--- config.mk ---
export PLATFORM = sky130hd
export DESIGN_NAME = gbps_link_rx_flat
export DESIGN_NICKNAME = d
export VERILOG_FILES = /design/src/pkg/gbps_link_pkg.sv /design/src/pkg/gbps_link_if.sv /design/src/gbps_link_rx.sv /design/src/flat_wrapper.sv
export SDC_FILE = /design/constraint.sdc
export NUM_CORES = 1
export LEC_CHECK = 0
export BUFFER_PORTS_ARGS = -buffer_cell sky130_fd_sc_hd__buf_2
export CORE_ASPECT_RATIO = 0.7
export CORE_MARGIN = 8
export CORE_UTILIZATION = 40
export CTS_CLUSTER_SIZE = 24
export DETAILED_ROUTE_END_ITERATION = 16
export PLACE_DENSITY_LB_ADDON = 0.12
export SLEW_MARGIN = 20
export SYNTH_ARGS = -nofsm -noshare
export SYNTH_HDL_FRONTEND = slang
export SYNTH_SLANG_ARGS = --single-unit
--- constraint.sdc ---
create_clock -name clk_i -period 2.7 [get_ports clk_i]
set_input_delay 0.135 -clock clk_i [delete_from_list [all_inputs] [get_ports clk_i]]
set_output_delay 0.135 -clock clk_i [all_outputs]
set_load 0.05 [all_outputs]
--- src/pkg/gbps_link_pkg.sv ---
// Shared constants for the serial sample and control link.
// Assumes one 200 MHz clock per end; the line is modelled slowly.
//
// Summary of operation
// - Scramble nibbles with 8-bit generator state
// - Pair 4-bit words into 8-bit words
// - Serialize each 8-bit word onto line
// - Even nibble low, odd nibble high
// - Scramble after ID and checksum insertion
// - Epoch tick always lands on even word
// - Generator reloads preset at every tick
// - Six control channels merged in one stage
// - Control bit 7 constant one for alignment
// - Control bit 6 carries inverted preamble
// - Command, status on their own bits 4 and 5
// - Dump, command, status align to control marker
// - Checksum skips two sample bits
// - 4-bit samples or paired 7-bit samples
// - Sign bit 3; 7-bit sign bit 2
// - Code 0101 invalid, 1000 means five
// - 7-bit high nibble bit 3 flags validity
// - Unused slots filled with 1010 pattern
// - Idle stream still generated with fill
// - Receiver recovers nibble order from byte halves
// - Epoch tick is the common alignment reference
// - Receiver applies new seed at tick
package gbps_link_pkg;

  // ****************************************
  // Timing
  // ****************************************
  localparam int CLK_MHZ = 200;
  // Modelled line bit time
  localparam int LINE_BIT_NS = 40;
  // Cycles per half bit
  localparam int HALF_CYC = (LINE_BIT_NS * CLK_MHZ / 1000) / 2;
  // Good words before the receiver locks
  localparam int LOCK_WORDS = 4;

  // ****************************************
  // Generator
  // ****************************************
  localparam logic [7:0] PRN_TAPS = 8'hB8;
  // Generator state after reset
  localparam logic [7:0] PRN_RST = 8'h01;
  // Idle preamble bit pattern
  localparam logic [7:0] IDLE_PREAMBLE = 8'h55;

  // ****************************************
  // Sample codes
  // ****************************************
  localparam logic [3:0] FILL_NIB = 4'hA;
  localparam logic [3:0] INVALID_NIB = 4'h5;
  localparam logic [3:0] FIVE_CODE = 4'h8;
  localparam logic [6:0] FIVE_VALUE = 7'h05;
  localparam int SIGN4_BIT = 3;
  localparam int SIGN7_BIT = 2;
  localparam int VALID7_BIT = 3;

  // ****************************************
  // Control word bit positions
  // ****************************************
  localparam int CB_TIME_REF = 0;
  localparam int CB_PHASE_MODEL = 1;
  localparam int CB_PHASE_ERROR = 2;
  localparam int CB_DUMP = 3;
  localparam int CB_COMMAND = 4;
  localparam int CB_STATUS = 5;
  localparam int CB_INV_PRE = 6;
  localparam int CB_MARK = 7;

  // Generator advance, one step per nibble
  function automatic logic [7:0] prn_step(input logic [7:0] s);
    return {s[6:0], ^(s & PRN_TAPS)};
  endfunction

  // Four-bit fold of the two halves used as the XOR mask
  function automatic logic [3:0] prn_mask(input logic [7:0] s);
    return s[3:0] ^ s[7:4];
  endfunction

  // Receiver alignment states
  typedef enum logic [1:0] {
    RX_HUNT = 2'b00,
    RX_LOCK = 2'b01
  } rx_state_t;

endpackage

--- src/pkg/gbps_link_if.sv ---
// Link between the two ends: forwarded clock and two data lines.
// Assumes both ends run on their own clk_i and sample these signals.
`timescale 1ns/1ps
interface gbps_link_if;
  // Forwarded bit clock, made by the transmitter
  logic link_clk;
  // Scrambled sample stream
  logic sample_line;
  // Merged control stream
  logic ctrl_line;

  // Transmitting end
  modport tx (
    output link_clk,
    output sample_line,
    output ctrl_line
  );

  // Receiving end
  modport rx (
    input link_clk,
    input sample_line,
    input ctrl_line
  );
endinterface

--- src/gbps_link_rx.sv ---
// Receiving end: bit alignment on the control marker, descrambler,
// sample decoding and a two entry output buffer.
// Assumes user logic decodes the epoch from the time channel.
`timescale 1ns/1ps
module gbps_link_rx (
  // Clock and reset
  input wire logic clk_i,
  input wire logic rst_n_i,
  // Line side
  gbps_link_if.rx link,
  // Seed, epoch mark and sample format
  input wire logic [7:0] seed_i,
  input wire logic epoch_i,
  input wire logic mode7_i,
  // Control channels per word
  output logic word_o,
  output logic [5:0] ctrl_o,
  output logic locked_o,
  output logic overrun_o,
  // Decoded nibble stream
  output logic [3:0] out_nib_o,
  output logic out_even_o,
  output logic out_epoch_o,
  output logic [6:0] out_sample_o,
  output logic out_ok_o,
  output logic out_full_o,
  output logic out_valid_o,
  input wire logic out_ready_i
);

  // ****************************************
  // Input synchronisers
  // ****************************************
  logic [2:0] ck_q;
  logic [1:0] sl_q;
  logic [1:0] cl_q;

  // Two flops per pin, a third for clock edges
  always_ff @(posedge clk_i or negedge rst_n_i) begin
    if (!rst_n_i) begin
      ck_q <= 3'h0;
      sl_q <= 2'h0;
      cl_q <= 2'h0;
    end else begin
      ck_q <= {ck_q[1:0], link.link_clk};
      sl_q <= {sl_q[0], link.sample_line};
      cl_q <= {cl_q[0], link.ctrl_line};
    end
  end

  // Rising edge of the forwarded clock
  wire logic rise = ck_q[1] & ~ck_q[2];

  // ****************************************
  // Deserializer and alignment
  // ****************************************
  logic [7:0] sh_s_q;
  logic [7:0] sh_c_q;
  logic [2:0] cnt_q;
  logic [2:0] good_q;
  gbps_link_pkg::rx_state_t st_q;
  logic word_q;
  logic [5:0] ctrl_q;
  logic [7:0] raw_q;

  // Word completes on this bit
  wire logic done = rise & (cnt_q == 3'h7);
  wire logic [7:0] cw = {cl_q[1], sh_c_q[7:1]};
  wire logic [7:0] sw = {sl_q[1], sh_s_q[7:1]};
  wire logic mark_ok = cw[gbps_link_pkg::CB_MARK];
  wire logic locked = (st_q == gbps_link_pkg::RX_LOCK);
  localparam logic [2:0] LOCK_M1 = 3'(gbps_link_pkg::LOCK_WORDS - 1);

  // Bad marker slips one bit and restarts the search
  always_ff @(posedge clk_i or negedge rst_n_i) begin
    if (!rst_n_i) begin
      sh_s_q <= 8'h00;
      sh_c_q <= 8'h00;
      cnt_q <= 3'h0;
      good_q <= 3'h0;
      st_q <= gbps_link_pkg::RX_HUNT;
    end else if (rise) begin
      sh_s_q <= sw;
      sh_c_q <= cw;
      if (done && !mark_ok) begin
        cnt_q <= 3'h7;
        good_q <= 3'h0;
        st_q <= gbps_link_pkg::RX_HUNT;
      end else begin
        cnt_q <= cnt_q + 3'h1;
        if (done && good_q != LOCK_M1) begin
          good_q <= good_q + 3'h1;
        end else if (done) begin
          st_q <= gbps_link_pkg::RX_LOCK;
        end
      end
    end
  end

  // Completed words once locked
  always_ff @(posedge clk_i or negedge rst_n_i) begin
    if (!rst_n_i) begin
      word_q <= 1'b0;
      ctrl_q <= 6'h00;
      raw_q <= 8'h00;
    end else begin
      word_q <= done & mark_ok & locked;
      if (done && mark_ok && locked) begin
        ctrl_q <= cw[5:0];
        raw_q <= sw;
      end
    end
  end

  // ****************************************
  // Descrambler
  // ****************************************
  logic [7:0] prn_q;
  logic [7:0] nib_q;
  logic [1:0] pend_q;
  logic ep_q;
  logic ovr_q;
  logic [3:0] lo_q;

  // Same preset, steps and mask as the transmitter
  wire logic [7:0] s0 = epoch_i ? seed_i : prn_q;
  wire logic [7:0] s1 = gbps_link_pkg::prn_step(s0);
  wire logic [3:0] ev_d = raw_q[3:0] ^ gbps_link_pkg::prn_mask(s0);
  wire logic [3:0] od_d = raw_q[7:4] ^ gbps_link_pkg::prn_mask(s1);

  // ****************************************
  // Decoding and buffer
  // ****************************************
  logic [14:0] mem_q [2];
  logic [1:0] cnt_q2;
  logic vld_q;

  // Even nibble first, as placed by the transmitter
  // Pending 2'b11 means the even nibble is next, 2'b01 the odd one
  wire logic is_even = pend_q[1];
  wire logic [3:0] nib = is_even ? nib_q[3:0] : nib_q[7:4];
  // No push while a new word replaces the pending pair
  wire logic push = (pend_q != 2'h0) & (cnt_q2 != 2'h2) & ~word_q;
  // Four bit: 0101 invalid, 1000 stands for five
  wire logic ok4 = (nib != gbps_link_pkg::INVALID_NIB);
  wire logic [6:0] v4 = (nib == gbps_link_pkg::FIVE_CODE) ? gbps_link_pkg::FIVE_VALUE :
    {{3{nib[gbps_link_pkg::SIGN4_BIT]}}, nib};
  // Seven bit: even low nibble, odd high nibble with valid bit
  wire logic [6:0] v7 = {nib[gbps_link_pkg::SIGN7_BIT:0], lo_q};
  wire logic ok7 = ~is_even & nib[gbps_link_pkg::VALID7_BIT];
  wire logic full = ~mode7_i | ~is_even;
  wire logic [14:0] ent = {full, mode7_i ? ok7 : ok4, mode7_i ? v7 : v4,
    ep_q & is_even, is_even, nib};
  wire logic pop = vld_q & out_ready_i;
  wire logic [1:0] rem_n = cnt_q2 - {1'b0, pop};
  wire logic [1:0] cnt_d = rem_n + {1'b0, push};

  // Descramble a word; the next word while pending is an overrun
  always_ff @(posedge clk_i or negedge rst_n_i) begin
    if (!rst_n_i) begin
      prn_q <= gbps_link_pkg::PRN_RST;
      nib_q <= 8'h00;
      pend_q <= 2'h0;
      ep_q <= 1'b0;
      ovr_q <= 1'b0;
      lo_q <= 4'h0;
    end else if (word_q) begin
      prn_q <= gbps_link_pkg::prn_step(s1);
      nib_q <= {od_d, ev_d};
      pend_q <= 2'h3;
      ep_q <= epoch_i;
      ovr_q <= ovr_q | (pend_q != 2'h0);
    end else if (push) begin
      pend_q <= {1'b0, pend_q[1]};
      if (is_even) begin
        lo_q <= nib;
      end
    end
  end

  // Shift or write each entry
  for (genvar gi = 0; gi < 2; gi++) begin : g_buf
    wire logic [1:0] src = 2'(gi) + {1'b0, pop};
    wire logic keep = (src < cnt_q2);
    wire logic fill = push & (2'(gi) == rem_n);

    // Entry register
    always_ff @(posedge clk_i or negedge rst_n_i) begin
      if (!rst_n_i) begin
        mem_q[gi] <= 15'h0000;
      end else if (keep) begin
        mem_q[gi] <= mem_q[src[0]];
      end else if (fill) begin
        mem_q[gi] <= ent;
      end
    end
  end

  // Fill level and output valid
  always_ff @(posedge clk_i or negedge rst_n_i) begin
    if (!rst_n_i) begin
      cnt_q2 <= 2'h0;
      vld_q <= 1'b0;
    end else begin
      cnt_q2 <= cnt_d;
      vld_q <= (cnt_d != 2'h0);
    end
  end

  // ****************************************
  // Outputs
  // ****************************************
  assign word_o = word_q;
  assign ctrl_o = ctrl_q;
  assign locked_o = (st_q == gbps_link_pkg::RX_LOCK);
  assign overrun_o = ovr_q;
  assign out_full_o = mem_q[0][14];
  assign out_ok_o = mem_q[0][13];
  assign out_sample_o = mem_q[0][12:6];
  assign out_epoch_o = mem_q[0][5];
  assign out_even_o = mem_q[0][4];
  assign out_nib_o = mem_q[0][3:0];
  assign out_valid_o = vld_q;

endmodule

--- src/flat_wrapper.sv ---
// flat-port wrapper written by rule: the top's interface ports become plain ports
module gbps_link_rx_flat 
  (clk_i, rst_n_i, seed_i, epoch_i, mode7_i, word_o, ctrl_o, locked_o, overrun_o, out_nib_o, out_even_o, out_epoch_o, out_sample_o, out_ok_o, out_full_o, out_valid_o, out_ready_i, link_link_clk, link_sample_line, link_ctrl_line);
  gbps_link_if link_i ();
  input wire logic clk_i;
  input wire logic rst_n_i;
  input wire logic [7:0] seed_i;
  input wire logic epoch_i;
  input wire logic mode7_i;
  output logic word_o;
  output logic [5:0] ctrl_o;
  output logic locked_o;
  output logic overrun_o;
  output logic [3:0] out_nib_o;
  output logic out_even_o;
  output logic out_epoch_o;
  output logic [6:0] out_sample_o;
  output logic out_ok_o;
  output logic out_full_o;
  output logic out_valid_o;
  input wire logic out_ready_i;
  input wire logic [$bits(link_i.link_clk)-1:0] link_link_clk;
  input wire logic [$bits(link_i.sample_line)-1:0] link_sample_line;
  input wire logic [$bits(link_i.ctrl_line)-1:0] link_ctrl_line;
  assign link_i.link_clk = link_link_clk;
  assign link_i.sample_line = link_sample_line;
  assign link_i.ctrl_line = link_ctrl_line;
  gbps_link_rx u_core (.clk_i(clk_i), .rst_n_i(rst_n_i), .link(link_i), .seed_i(seed_i), .epoch_i(epoch_i), .mode7_i(mode7_i), .word_o(word_o), .ctrl_o(ctrl_o), .locked_o(locked_o), .overrun_o(overrun_o), .out_nib_o(out_nib_o), .out_even_o(out_even_o), .out_epoch_o(out_epoch_o), .out_sample_o(out_sample_o), .out_ok_o(out_ok_o), .out_full_o(out_full_o), .out_valid_o(out_valid_o), .out_ready_i(out_ready_i));
endmodule
**Word level (Yosys, flattened, before mapping)**

Index checks and enable logic that the tools add are counted.
W data, S select, Z words.

- Order comparisons: 4
- Reduce and logical (&&, ||, !) cells: 20
- Equality and inequality tests: 10
- Mux-type cells: 23
- Add/subtract/negate cells: 5
- Bitwise logic cells: 23

Operators by type and width:

| cell | count |
|---|---|
| $mux W15 | 10 |
| $reduce_xor A8 Y1 | 2 |
| $xor A4 B4 Y4 | 4 |
| $mux W7 | 2 |
| $reduce_bool A2 Y1 | 7 |
| $and A1 B1 Y1 | 11 |
| $mux W2 | 5 |
| $mux W3 | 3 |
| $mux W8 | 1 |
| $ne A4 B4 Y1 const B | 2 |
| $add A3 B1 Y3 const B | 2 |
| $reduce_and A2 Y1 | 3 |
| $reduce_and A3 Y1 | 2 |
| $eq A4 B4 Y1 const B | 1 |
| $ge A2 B2 Y1 const B | 2 |
| $logic_and A1 B1 Y1 | 4 |
| $mux W4 | 1 |
| $ne A4 B3 Y1 const B | 1 |
| $not A1 Y1 | 4 |
| $not A1 Y2 | 2 |
| $eq A3 B3 Y1 const B | 1 |
| $ne A3 B2 Y1 const B | 1 |
| $add A1 B1 Y2 const A | 1 |
| $add A2 B1 Y2 | 1 |
| 11 further kinds | 12 |

- Flip-flop bits (word level): 103
- Logic and storage cells: 106
- Output and inout bits: 25
- Input bits: 16

**Depth between registers and ports, before layout**

Gate-level depths: netlist of the first run.

- Depth in word-level cells: 7
- Gate-level depth with buffers: 11

**Worst setup path before layout of the first run**

OpenSTA, ideal clock, no wires.

- Path kind: register to register
- Start: register u_core.vld_q, in the netlist u_core.out_valid_o
- End: register u_core.mem_q[14] (netlist name)
- Data required time: 2.575 ns
- Setup time: 0.125 ns
- Cell stages (with the launch flop): 10
- Data arrival time: 2.462 ns
- Path slack: 0.113 ns
- Period minus slack after synthesis: 2.587 ns
- Cells stage by stage: dfrtp_1 -> and2_1 -> clkbuf_1 -> ha_1 -> and2b_1 -> nor2_2 -> a22o_1 -> buf_4 -> buf_8 -> mux2_4

- Longest elaborated chain between the ends: 6

RTL lines:

| element | RTL line | source |
|---|---|---|
| start, declared | gbps_link_rx.sv:136 | `logic vld_q;` |
| start signal, assigned | gbps_link_rx.sv:206 | `vld_q <= (cnt_d != 2'h0);` |
| $and A1 B1 Y1 * | gbps_link_rx.sv:154 | `wire logic pop = vld_q & out_ready_i;` |
| $sub A2 B1 Y2 / $add A1 B1 Y2 (equally long branches) | gbps_link_rx.sv:155, gbps_link_rx.sv:183 |  |
| $eq A1 B2 Y1 / $not A1 Y2 (equally long branches) | gbps_link_rx.sv:185, gbps_link_rx.sv:192 |  |
| $and A1 B1 Y1 / $ge A2 B2 Y1 (equally long branches) | gbps_link_rx.sv:185, gbps_link_rx.sv:192 |  |
| $reduce_bool A2 Y1 (no line) / $ne A4 B4 Y1 (equally long branches) | -- |  |
| $reduce_and A2 Y1 (no line) | -- |  |
| end signal, assigned by index | gbps_link_rx.sv:192 | `mem_q[gi] <= mem_q[src[0]];` |
| end signal, assigned by index | gbps_link_rx.sv:194 | `mem_q[gi] <= ent;` |
| end, declared | gbps_link_rx.sv:134 | `logic [14:0] mem_q [2];` |

Every way passes the cells marked *; elsewhere a longest branch is shown, timed or not.
A chain may end at the register's enable or synchronous reset.

**Final worst setup path of the first run**

- Start: register u_core.vld_q, in the netlist u_core.out_valid_o
- End: register u_core.mem_q[0] (netlist name)

Same word-level chain as after synthesis.

==> results.json, run 1 <==
{
  "first_pass_iters": 7,
  "reg2reg_to": "u_core.mem_q[0]",
  "clkPwrFrac": 0.242,
  "diodes": 0,
  "async_reset_ff_frac": 1.000,
  "required_ns": 2.91,
  "cts_max_level": 3,
  "ff_latch_area_um2": 2504,
  "fp.coreArea_um2": 11850,
  "pwr-share-seq": 0.379,
  "hpwl_um": 7249,
  "drive_gt1_frac": 0.2664,
  "hold_path_depth": 3,
  "dpl_cell_area_um2": 5200,
  "ys_seq_elements": 100,
  "place.gp.congestion": 0.9075,
  "ctsLongestPathBuffers": 2,
  "crit_chain": "and2_1 -> ha_1 -> inv_1 -> a21oi_1 -> a22o_1 -> buf_4 -> mux2_2",
  "grt_pass1_vias": 3297,
  "viasPerCell": 5.056,
  "fp.dieW_um": 148.3,
  "cts.sinks": 100,
  "ys_types": 44,
  "crit_fanout": 12,
  "cts_root_buf": "clkbuf_16",
  "r2r_slack_ns": 0.22,
  "grt_overflow": 0,
  "synth_commonest_cells": "dfrtp_1, nand2_1, mux2_2",
  "routed_wl_um": 9915,
  "powerDensity_nw_per_um2": 946.7,
  "port_buffers": 40,
  "multiInputGateArea_um2": 2120,
  "end_kind": "flop",
  "hold_class": "in -> reg",
  "fin_skew_ns": 0.008066,
  "fin_nets": 494,
  "netlist_area_um2": 4901,
  "worst_ir_drop_vdd_mv": 0.3974,
  "cts_tree": "yes",
  "num_rows": 33,
  "synth_area_leaders": "dfrtp_1, mux2_2, mux2i_1",
  "hold_violations": 0,
  "syn-num-nets": 457,
  "hold_end": "u_core.prn_q[4]",
  "grt_pass1_wl_um": 16900,
  "fin_util": 0.4668,
  "cts.clk_slew.worst_paths_ns": 0.07,
  "synthCells": 432,
  "rsz0062_at_grt": "no",
  "drt_iter0_markers": 158,
  "syn2layout_area_growth_pct": 12.87,
  "slew_headroom": 0.4602,
  "synth_top_area_cell": "dfrtp_1",
  "cpMaxStageDelayCell": "ha_1",
  "tightest_slew_ns": 0.8097,
  "p_sw_frac": 0.3721,
  "track_usage": 0.1301,
  "slowest_delay_ns": 0.39,
  "wl_per_cell_um": 15.74,
  "period_share": 0.9171,
  "start_kind": "flop",
  "synth.most_common_cell": "dfrtp_1",
  "setup-violations-final": 0,
  "yosysSeqAreaShare": 0.5109,
  "p_comb_frac": 0.379,
  "yosysWarnings": 0,
  "max_freq_ghz": 0.4039,
  "max_cap_violations": 0,
  "num_io_pins": 41,
  "fill_cells": 1117,
  "dieArea_um2": 16110,
  "postLayoutCellArea_um2": 5532,
  "cts_resized": 0,
  "dieHeight_um": 108.6,
  "period_needed_ns": 2.476,
  "path_buf_inv": 2,
  "avgSynthCellArea_um2": 11.34,
  "cellInternalPower_mw": 3.288,
  "antenna_found_initial": 0,
  "slew_violations": 0,
  "criticalPathCategory": "reg -> reg",
  "ff2ff_path_depth": 7,
  "ant_nets": 0,
  "cp_top_family": "buffers and inverters",
  "p_switching_mw": 1.949,
  "grt_max_degree": 64,
  "status": "finished clean",
  "insertion_delay_ns": 0.33,
  "power.leakage_nw": 2.611,
  "hold_path_startpoint": "seed_i[2]",
  "synthFlopType": "dfrtp_1",
  "drcViolationCount": 0,
  "setup_tns_ns": 0,
  "synth-edff-count": 0,
  "synth_top_area_frac": 0.5055,
  "cts_buffers": 9,
  "r2r-start": "u_core.out_valid_o",
  "vias": 3185,
  "arrival_ns": 2.69,
  "initial_core_util": 0.4136
}
-- final cells by class --
type                    instances  share of cell area
clock buffers                  10             0.04139
inverters                      22             0.01493
repair buffers                 55             0.06107
multi-input cells             281              0.3832
flip-flops and latches        100              0.4526
clock inverters                 5             0.01131
well taps                     157             0.03551
-- state kept, by name (all words and copies together), names as in the netlist, 3 cells and up --
register	cells
u_core.cnt_q	3
u_core.raw_q	8
u_core.good_q	3
u_core.nib_q	8
u_core.sh_s_q	7
u_core.ck_q	3
u_core.sh_c_q	7
u_core.ctrl_o	6
u_core.mem_q	15
u_core.lo_q	4
u_core.out_sample_o	7
u_core.out_nib_o	4
u_core.prn_q	8
-- per-layer routing --
metal	routed length (µm)	vias up	GRT usage	share of wire
met4	65	0	0.02973	0.0066
met5	0	-	0	0
met2	3942	57	0.1806	0.40
met3	461	4	0.03020	0.046
li1	-	1550	-	-
met1	5444	1574	0.1989	0.55
-- repair_timing --
action                    4_1_cts  5_1_grt
hold buffers                    4        0
setup buffers                   0        0
hold endpoints to repair       65        0
-- metrics by stage --
stage | setup slack (ns) | std cells | hold WS, ns | power (mW)
after global placement | 0.3158 | 611 | 0.2434 | 3.977
final | 0.2239 | 630 | 0.1486 | 5.237
after global routing | 0.02699 | 630 | 0.1765 | 5.564
after CTS | 0.2384 | 630 | 0.1409 | 5.296
after detailed placement | 0.2697 | 611 | 0.2472 | 3.995
after floorplan | 0.1132 | 432 | -0.1606 | 3.606
-- how the worst max path moves through the flow --
stage	endpoint	slack (ns)	cells after the start	startpoint
floorplan	u_core.mem_q[14]	0.11	9	u_core.out_valid_o
global placement	u_core.mem_q[0]	0.32	7	u_core.out_valid_o
detailed placement	u_core.out_sample_o[0]	0.27	7	u_core.out_valid_o
CTS	u_core.mem_q[0]	0.24	7	u_core.out_valid_o
global route	u_core.mem_q[0]	0.03	7	u_core.out_valid_o
finish	u_core.mem_q[0]	0.22	7	u_core.out_valid_o
-- placed cells by master, fill, tap and decap left out, types with 3 or more instances in the layout --
cell	n
dfrtp_1	99
nand2_1	52
mux2_2	43
buf_2	39
mux2i_1	28
a21oi_1	26
xnor2_1	22
inv_1	21
nor2_1	17
o21ai_0	12
buf_4	11
a22o_1	10
mux2_4	9
ha_1	9
clkbuf_16	9
nor3_1	7
a31oi_1	7
nand2b_1	4
nor2b_1	4
dlygate4sd3_1	4
nor2_2	3
a21o_1	3
nand3_1	3
-- cell families after synthesis --
family,share of synthesized area
muxes,0.1864
adders and majority gates,0.02298
xor gates and xnor gates,0.03931
DFF,0.5109
buffers and inverters,0.05667
and+or+nand+nor,0.09216
AOI/OAI and AO/OA,0.09165
-- worst reg2reg max path: cells and delay by family (launching register included) --
kind                       cells  cell delay (ns)
adders and majority gates      1             0.39
buffers and inverters          2             0.48
DFF                            1             0.34
and+or+nand+nor                1             0.31
AOI/OAI and AO/OA              2             0.48
muxes                          1             0.36
-- power by group through the flow --
| stage | Clock, mW | Combinational (mW) | Sequential (mW) |
|---|---|---|---|
| 4_1_cts | 1.31 | 2.00 | 1.99 |
| 2_1_floorplan | 0 | 1.56 | 2.04 |
| 5_1_grt | 1.36 | 2.17 | 2.03 |
| 3_5_place_dp | 0 | 1.98 | 2.01 |
| 6_report | 1.27 | 1.99 | 1.99 |
| 3_3_place_gp | 0 | 1.97 | 2.01 |
(Power assumes the default switching activity.)
==> run 2, diff against run 1 <==
--- a/config.mk
+++ b/config.mk
@@ -5,6 +5,7 @@
 export SDC_FILE = /design/constraint.sdc
 export NUM_CORES = 1
 export LEC_CHECK = 0
+export ABC_AREA = 1
 export BUFFER_PORTS_ARGS = -buffer_cell sky130_fd_sc_hd__buf_2
 export CORE_ASPECT_RATIO = 0.7
 export CORE_MARGIN = 8
==> run 2 against run 1 <==
  * Die area fell by 2.0%
  * Sequential share of layout area rose by 0.76 points
  * Via count up 16%
  * Setup slack improved by 0.34 ns
  * Power up 3.3%
  * Cell area fell by 1.7%
  * Final cell count rose by 24%
  * Sequential cell count unchanged
  * Synthesized cell count rose by 36%
  * Non-clock buffer count fell by 3
  * Global-route usage up 1.1 points
  * Critical path type unchanged
  * Critical endpoint is now u_core.out_ok_o
==> results.json, run 2 <==
{
  "status": "finished clean",
  "fin_nets": 642,
  "syn-num-nets": 612,
  "dieHeight_um": 107.5,
  "async_reset_ff_frac": 1.000,
  "grt_pass1_vias": 3672,
  "ys_seq_elements": 100,
  "cellInternalPower_mw": 3.264,
  "diodes": 0,
  "mostFrequentLayoutCell": "nand2_1",
  "tightest_slew_ns": 0.7972,
  "worst_ir_drop_vdd_mv": 0.5481,
  "synthAdderAreaFrac": 0.02352,
  "ys_types": 31,
  "power.leakage_nw": 2.804,
  "antenna_found_initial": 0,
  "synth.area.mux_share": 0.002090,
  "top_usage_layer": "met2",
  "ff2ff_path_depth": 12,
  "hold_class": "in -> reg",
  "netlist_area_um2": 4788,
  "synth_top_area_cell": "dfrtp_1",
  "criticalPathCategory": "reg -> reg",
  "yosysWarnings": 0,
  "cts_buffers": 9,
  "max_cap_violations": 0,
  "drive_gt1_frac": 0.1270,
  "synth-edff-count": 0,
  "setup_tns_ns": 0,
  "hpwl_um": 7202,
  "grt_overflow": 0,
  "powerDensity_nw_per_um2": 994.4,
  "hold_violations": 0,
  "fin_skew_ns": 0.006174,
  "track_usage": 0.1410,
  "synth_compound_area_frac": 0.1016,
  "use_met2": 0.2056,
  "clkPwrFrac": 0.265,
  "port_buffers": 40,
  "pwr-share-seq": 0.372,
  "viasPerCell": 4.746,
  "max_freq_ghz": 0.4683,
  "dpl_cell_area_um2": 5064,
  "synthSimpleGateAreaFrac": 0.2367,
  "grt_max_degree": 60,
  "vias": 3697,
  "cts_tree": "yes",
  "start_kind": "flop",
  "required_ns": 2.93,
  "met3_usage": 0.04200,
  "post-place-ws_ns": 0.5832,
  "fp.dieW_um": 146.8,
  "period_needed_ns": 2.136,
  "period_share": 0.7909,
  "worst_slack_ns": 0.5645,
  "synthFlopType": "dfrtp_1",
  "p_comb_frac": 0.363,
  "crit_fanout": 20,
  "synth_xor_area_frac": 0.02561,
  "fin_util": 0.4656,
  "setup-violations-final": 0,
  "slew_headroom": 0.4685,
  "cts.sinks": 100,
  "slew_violations": 0,
  "r2r_slack_ns": 0.56,
  "hold_path_depth": 3,
  "place.gp.congestion": 0.7531,
  "fp.coreArea_um2": 11690,
  "synthCells": 587,
  "routed_wl_um": 10280,
  "p_sw_frac": 0.3967,
  "arrival_ns": 2.37,
  "drt_iter0_markers": 270,
  "dieArea_um2": 15780,
  "rsz0062_at_grt": "no",
  "syn2layout_area_growth_pct": 13.61,
  "cts.clk_slew.worst_paths_ns": 0.07,
  "postLayoutCellArea_um2": 5440,
  "wl_per_cell_um": 13.20,
  "p_switching_mw": 2.146,
  "drcViolationCount": 0,
  "yosysSeqAreaShare": 0.5229,
  "mostFrequentLayoutCells": "nand2_1, dfrtp_1, inv_1",
  "synth_top_area_frac": 0.5174,
  "end_kind": "flop",
  "initial_core_util": 0.4098,
  "avgSynthCellArea_um2": 8.157,
  "synth_top_family_by_area": "simple AND/OR/NAND/NOR gates",
  "synth_area_leaders": "dfrtp_1, nand2_1, o21ai_0",
  "synth.most_common_cell": "nand2_1",
  "largest_reg_flops": 15,
  "num_io_pins": 41,
  "insertion_delay_ns": 0.34,
  "largest_register": "u_core.mem_q",
  "synth_commonest_cells": "nand2_1, dfrtp_1, inv_1",
  "first_pass_iters": 5,
  "cts_max_level": 3,
  "ctsLongestPathBuffers": 2,
  "globalRouteMet1Util": 0.1965,
  "grt_pass1_wl_um": 18070,
  "num_rows": 33,
  "ant_nets": 0,
  "cts_root_buf": "clkbuf_16"
}
run 2: path summary, 6_finish.rpt:
path | start | end
max | u_core.out_valid_o | u_core.out_ok_o
min | epoch_i | u_core.ep_q
max reg2reg | u_core.out_valid_o | u_core.out_ok_o
min reg2reg | u_core.ck_q[0] | u_core.ck_q[1]
max in group asynchronous | rst_n_i | u_core.prn_q[0]
min in group asynchronous | rst_n_i | u_core.good_q[0]
run 2: layer usage:
metal  part of all wire  vias to the layer above
li1                   -                     1886
met1               0.52                     1727
met2               0.41                       74
met3              0.057                       10
met4              0.012                        0
met5                  0                        -
run 2: cell type report:
type	instances	area (µm²)
repair buffers	52	315.3
inverters	58	217.7
well taps	157	196.4
clock buffers	11	252.7
clock inverters	5	83.83
fillers	1160	6245
multi-input cells	396	1871
flip-flops and latches	100	2504
run 2: what timing repair did:
action,CTS,global route
buffers inserted,0,0
hold buffers,4,0
gates resized for setup,0,0
hold endpoints to repair,60,0
run 2: power by group through the flow:
stage | clock [mW] | combinational, mW | sequential (mW)
6_report | 1.44 | 1.96 | 2.01
3_3_place_gp | 0 | 1.91 | 2.03
2_1_floorplan | 0 | 1.55 | 2.10
4_1_cts | 1.47 | 1.98 | 2.01
5_1_grt | 1.52 | 2.23 | 2.05
3_5_place_dp | 0 | 1.96 | 2.04
run 2: critical path, cell delays in order, from the launching register on:
cell and delay, ns:
dfrtp_1 0.37, nand2_1 0.06, inv_1 0.09, ha_1 0.21, ha_1 0.19, a21oi_1 0.25
nor2_1 0.07, nand2_1 0.06, nand2_1 0.06, inv_1 0.43, nor2_1 0.08, nand2_1 0.09
nand2_1 0.05
run 2: cell families (layout without fill, tap and decap cells):
group / Yosys count / after routing
AO/OA/AOI/OAI: 85 / 85
XOR/XNOR: 14 / 14
adder cells (fa/ha/maj): 9 / 9
buffers and inverters: 91 / 126
flip-flops: 100 / 100
multiplexers: 1 / 1
AND/OR/NAND/NOR: 287 / 287
run 2: per-stage QoR:
stage | power (mW) | hold WS, ns | cells
floorplan | 3.656 | -0.1606 | 587
global placement | 3.937 | 0.2441 | 759
detailed placement | 3.999 | 0.2444 | 759
CTS | 5.470 | 0.2345 | 779
global route | 5.804 | 0.2704 | 779
finish | 5.410 | 0.2424 | 779
==> run 3, diff against run 2 <==
==> constraint.sdc (replaced) <==
create_clock -name clk_i -period 1.94 [get_ports clk_i]
set_input_delay 0.097 -clock clk_i [delete_from_list [all_inputs] [get_ports clk_i]]
set_output_delay 0.097 -clock clk_i [all_outputs]
set_load 0.05 [all_outputs]
==> run 3 against run 2 <==
  * Cell area grew 2.9%
  * Maximum frequency grew 17%
  * First-iteration DRC count shrank 26%
  * Critical endpoint is now u_core.out_nib_o[0]
==> results.json, run 3 (synthesized netlist as in run 2, its figures left out) <==
{
  "fp.dieW_um": 146.8,
  "max_freq_ghz": 0.5469,
  "pwr-share-seq": 0.352,
  "cts_root_buf": "clkbuf_16",
  "ff2ff_path_depth": 12,
  "use_met2": 0.2102,
  "status": "finished clean",
  "grt_pass1_wl_um": 18060,
  "fin_hold_ws_ns": 0.1645,
  "start_kind": "flop",
  "period_share": 0.9426,
  "period_needed_ns": 1.829,
  "hold_class": "in -> async",
  "crit_chain": "nand2_1 -> inv_2 -> ha_2 -> ha_4 -> nand2_1 -> nor2_1 -> nand2_1 -> nand2_1 -> inv_1 -> buf_12 -> nand2_1 -> o21ai_0",
  "hpwl_um": 7152,
  "cpMaxStageDelayCell": "dfrtp_2",
  "diodes": 0,
  "cts.clk_slew.worst_paths_ns": 0.07,
  "first_pass_iters": 4,
  "ctsLongestPathBuffers": 2,
  "postCtsSetupBuffers": 0,
  "cp_common_cell": "nand2_1",
  "syn2layout_area_growth_pct": 16.88,
  "wl_per_cell_um": 12.97,
  "place.gp.congestion": 0.7501,
  "cts_tree": "yes",
  "grt_pass1_vias": 3723,
  "drt_iter0_markers": 200,
  "slew_headroom": 0.6857,
  "largest_register": "u_core.mem_q",
  "grt_max_degree": 62,
  "p_switching_mw": 3.036,
  "fin_skew_ns": 0.006477,
  "worst_slack_ns": 0.1114,
  "hold_violations": 0,
  "dieArea_um2": 15780,
  "fill_cells": 1145,
  "dieHeight_um": 107.5,
  "viasPerCell": 4.678,
  "clkPwrFrac": 0.264,
  "num_io_pins": 41,
  "drcViolationCount": 0,
  "reg2reg_to": "u_core.out_nib_o[0]",
  "fin_nets": 652,
  "arrival_ns": 2.05,
  "slowest_delay_ns": 0.40,
  "ant_nets": 0,
  "fp.coreArea_um2": 11690,
  "p_comb_frac": 0.384,
  "tightest_slew_ns": 0.4680,
  "required_ns": 2.16,
  "met3_usage": 0.03948,
  "r2r_slack_ns": 0.11,
  "worst_ir_drop_vdd_mv": 0.7968,
  "port_buffers": 40,
  "max_cap_violations": 0,
  "p_sw_frac": 0.3837,
  "mostFrequentLayoutCells": "nand2_1, dfrtp_1, inv_1",
  "mostFrequentLayoutCell": "nand2_1",
  "drive_gt1_frac": 0.1503,
  "total_power_mw": 7.911,
  "slew_violations": 0,
  "setup-violations-final": 0,
  "antenna_found_initial": 0,
  "top_usage_layer": "met2",
  "initial_core_util": 0.4098,
  "end_kind": "flop",
  "largest_reg_flops": 15,
  "post-place-ws_ns": -0.07348,
  "crit_fanout": 20,
  "r2r-start": "u_core.out_valid_o",
  "grt_overflow": 0,
  "track_usage": 0.1388,
  "num_rows": 33,
  "insertion_delay_ns": 0.34,
  "power.leakage_nw": 2.876,
  "globalRouteMet1Util": 0.1930,
  "cellInternalPower_mw": 4.875,
  "cts.sinks": 100,
  "vias": 3691,
  "powerDensity_nw_per_um2": 1413,
  "cts_buffers": 9,
  "cts_max_level": 3,
  "rsz0062_at_grt": "yes",
  "criticalPathCategory": "reg -> reg",
  "routed_wl_um": 10230
}
[run 3: cell types whose count changed in the layout (fill, tap and decap cells not counted), sizes merged]
cell      previous run  this run
clkbuf              11        10
clkinvlp             2         1
clkinv               1         2
buf                 48        58
bufinv               2         3
[run 3: metal layers]
metal	part of all wire	up-vias
met3	0.049	8
met4	0.0077	0
met2	0.42	51
met5	0	-
li1	-	1908
met1	0.52	1724
[run 3: repair_timing]
action                     in CTS  in global routing
setup endpoints to repair      15                 25
resized for setup               2                  5
hold endpoints to repair       79                  0
hold buffers                    4                  0
pin swaps                       0                  0
[run 3: power by group through the flow]
| stage | sequential [mW] | clock [mW] | combinational, mW |
|---|---|---|---|
| after CTS | 2.79 | 2.15 | 3.04 |
| after global routing | 2.85 | 2.23 | 3.44 |
| final | 2.79 | 2.09 | 3.04 |
| after floorplan | 2.93 | 0 | 2.16 |
| after global placement | 2.82 | 0 | 2.90 |
| after detailed placement | 2.82 | 0 | 2.98 |
[run 3: area by class of cell]
cell class / instances / area (µm²) / share of cell area
clock buffer: 10 / 239.0 / 0.04270
sequential: 100 / 2505 / 0.4476
multi-input combinational: 396 / 1899 / 0.3394
inverter: 58 / 217.7 / 0.03890
timing repair buffer: 62 / 427.9 / 0.07646
tap: 157 / 196.4 / 0.03510
clock inverter: 6 / 111.4 / 0.01990
[run 3: metrics by stage]
stage | TNS, ns | instance area (µm²) | util | instances
after CTS | 0 | 5584 | 0.4779 | 789
after detailed placement | -0.6276 | 5177 | 0.4431 | 769
final | 0 | 5597 | 0.4790 | 789
after global routing | -0.00004774 | 5597 | 0.4790 | 789
after floorplan | 0 | 4790 | - | 587
after global placement | 0 | 5177 | 0.4431 | 769
[run 3: worst max-delay path by stage]
| stage | startpoint | to | slack [ns] | cells past startpoint |
|---|---|---|---|---|
| after floorplan | u_core.out_valid_o | u_core.mem_q[7] | 0.02 | 12 |
| after global placement | u_core.out_valid_o | u_core.out_sample_o[4] | 0.08 | 12 |
| after detailed placement | u_core.out_valid_o | u_core.out_sample_o[2] | -0.07 | 13 |
| after CTS | u_core.out_valid_o | u_core.out_nib_o[0] | 0.02 | 12 |
| after global routing | u_core.out_valid_o | u_core.out_sample_o[2] | -0.00005 | 13 |
| final | u_core.out_valid_o | u_core.out_nib_o[0] | 0.11 | 12 |
[run 3: critical path, delay by kind of cell, from the launching register on]
kind	cells	cell delay [ns]
fa+ha+maj	2	0.48
buf+inv	3	0.29
simple gates	6	0.46
flops	1	0.40
compound gates	1	0.08
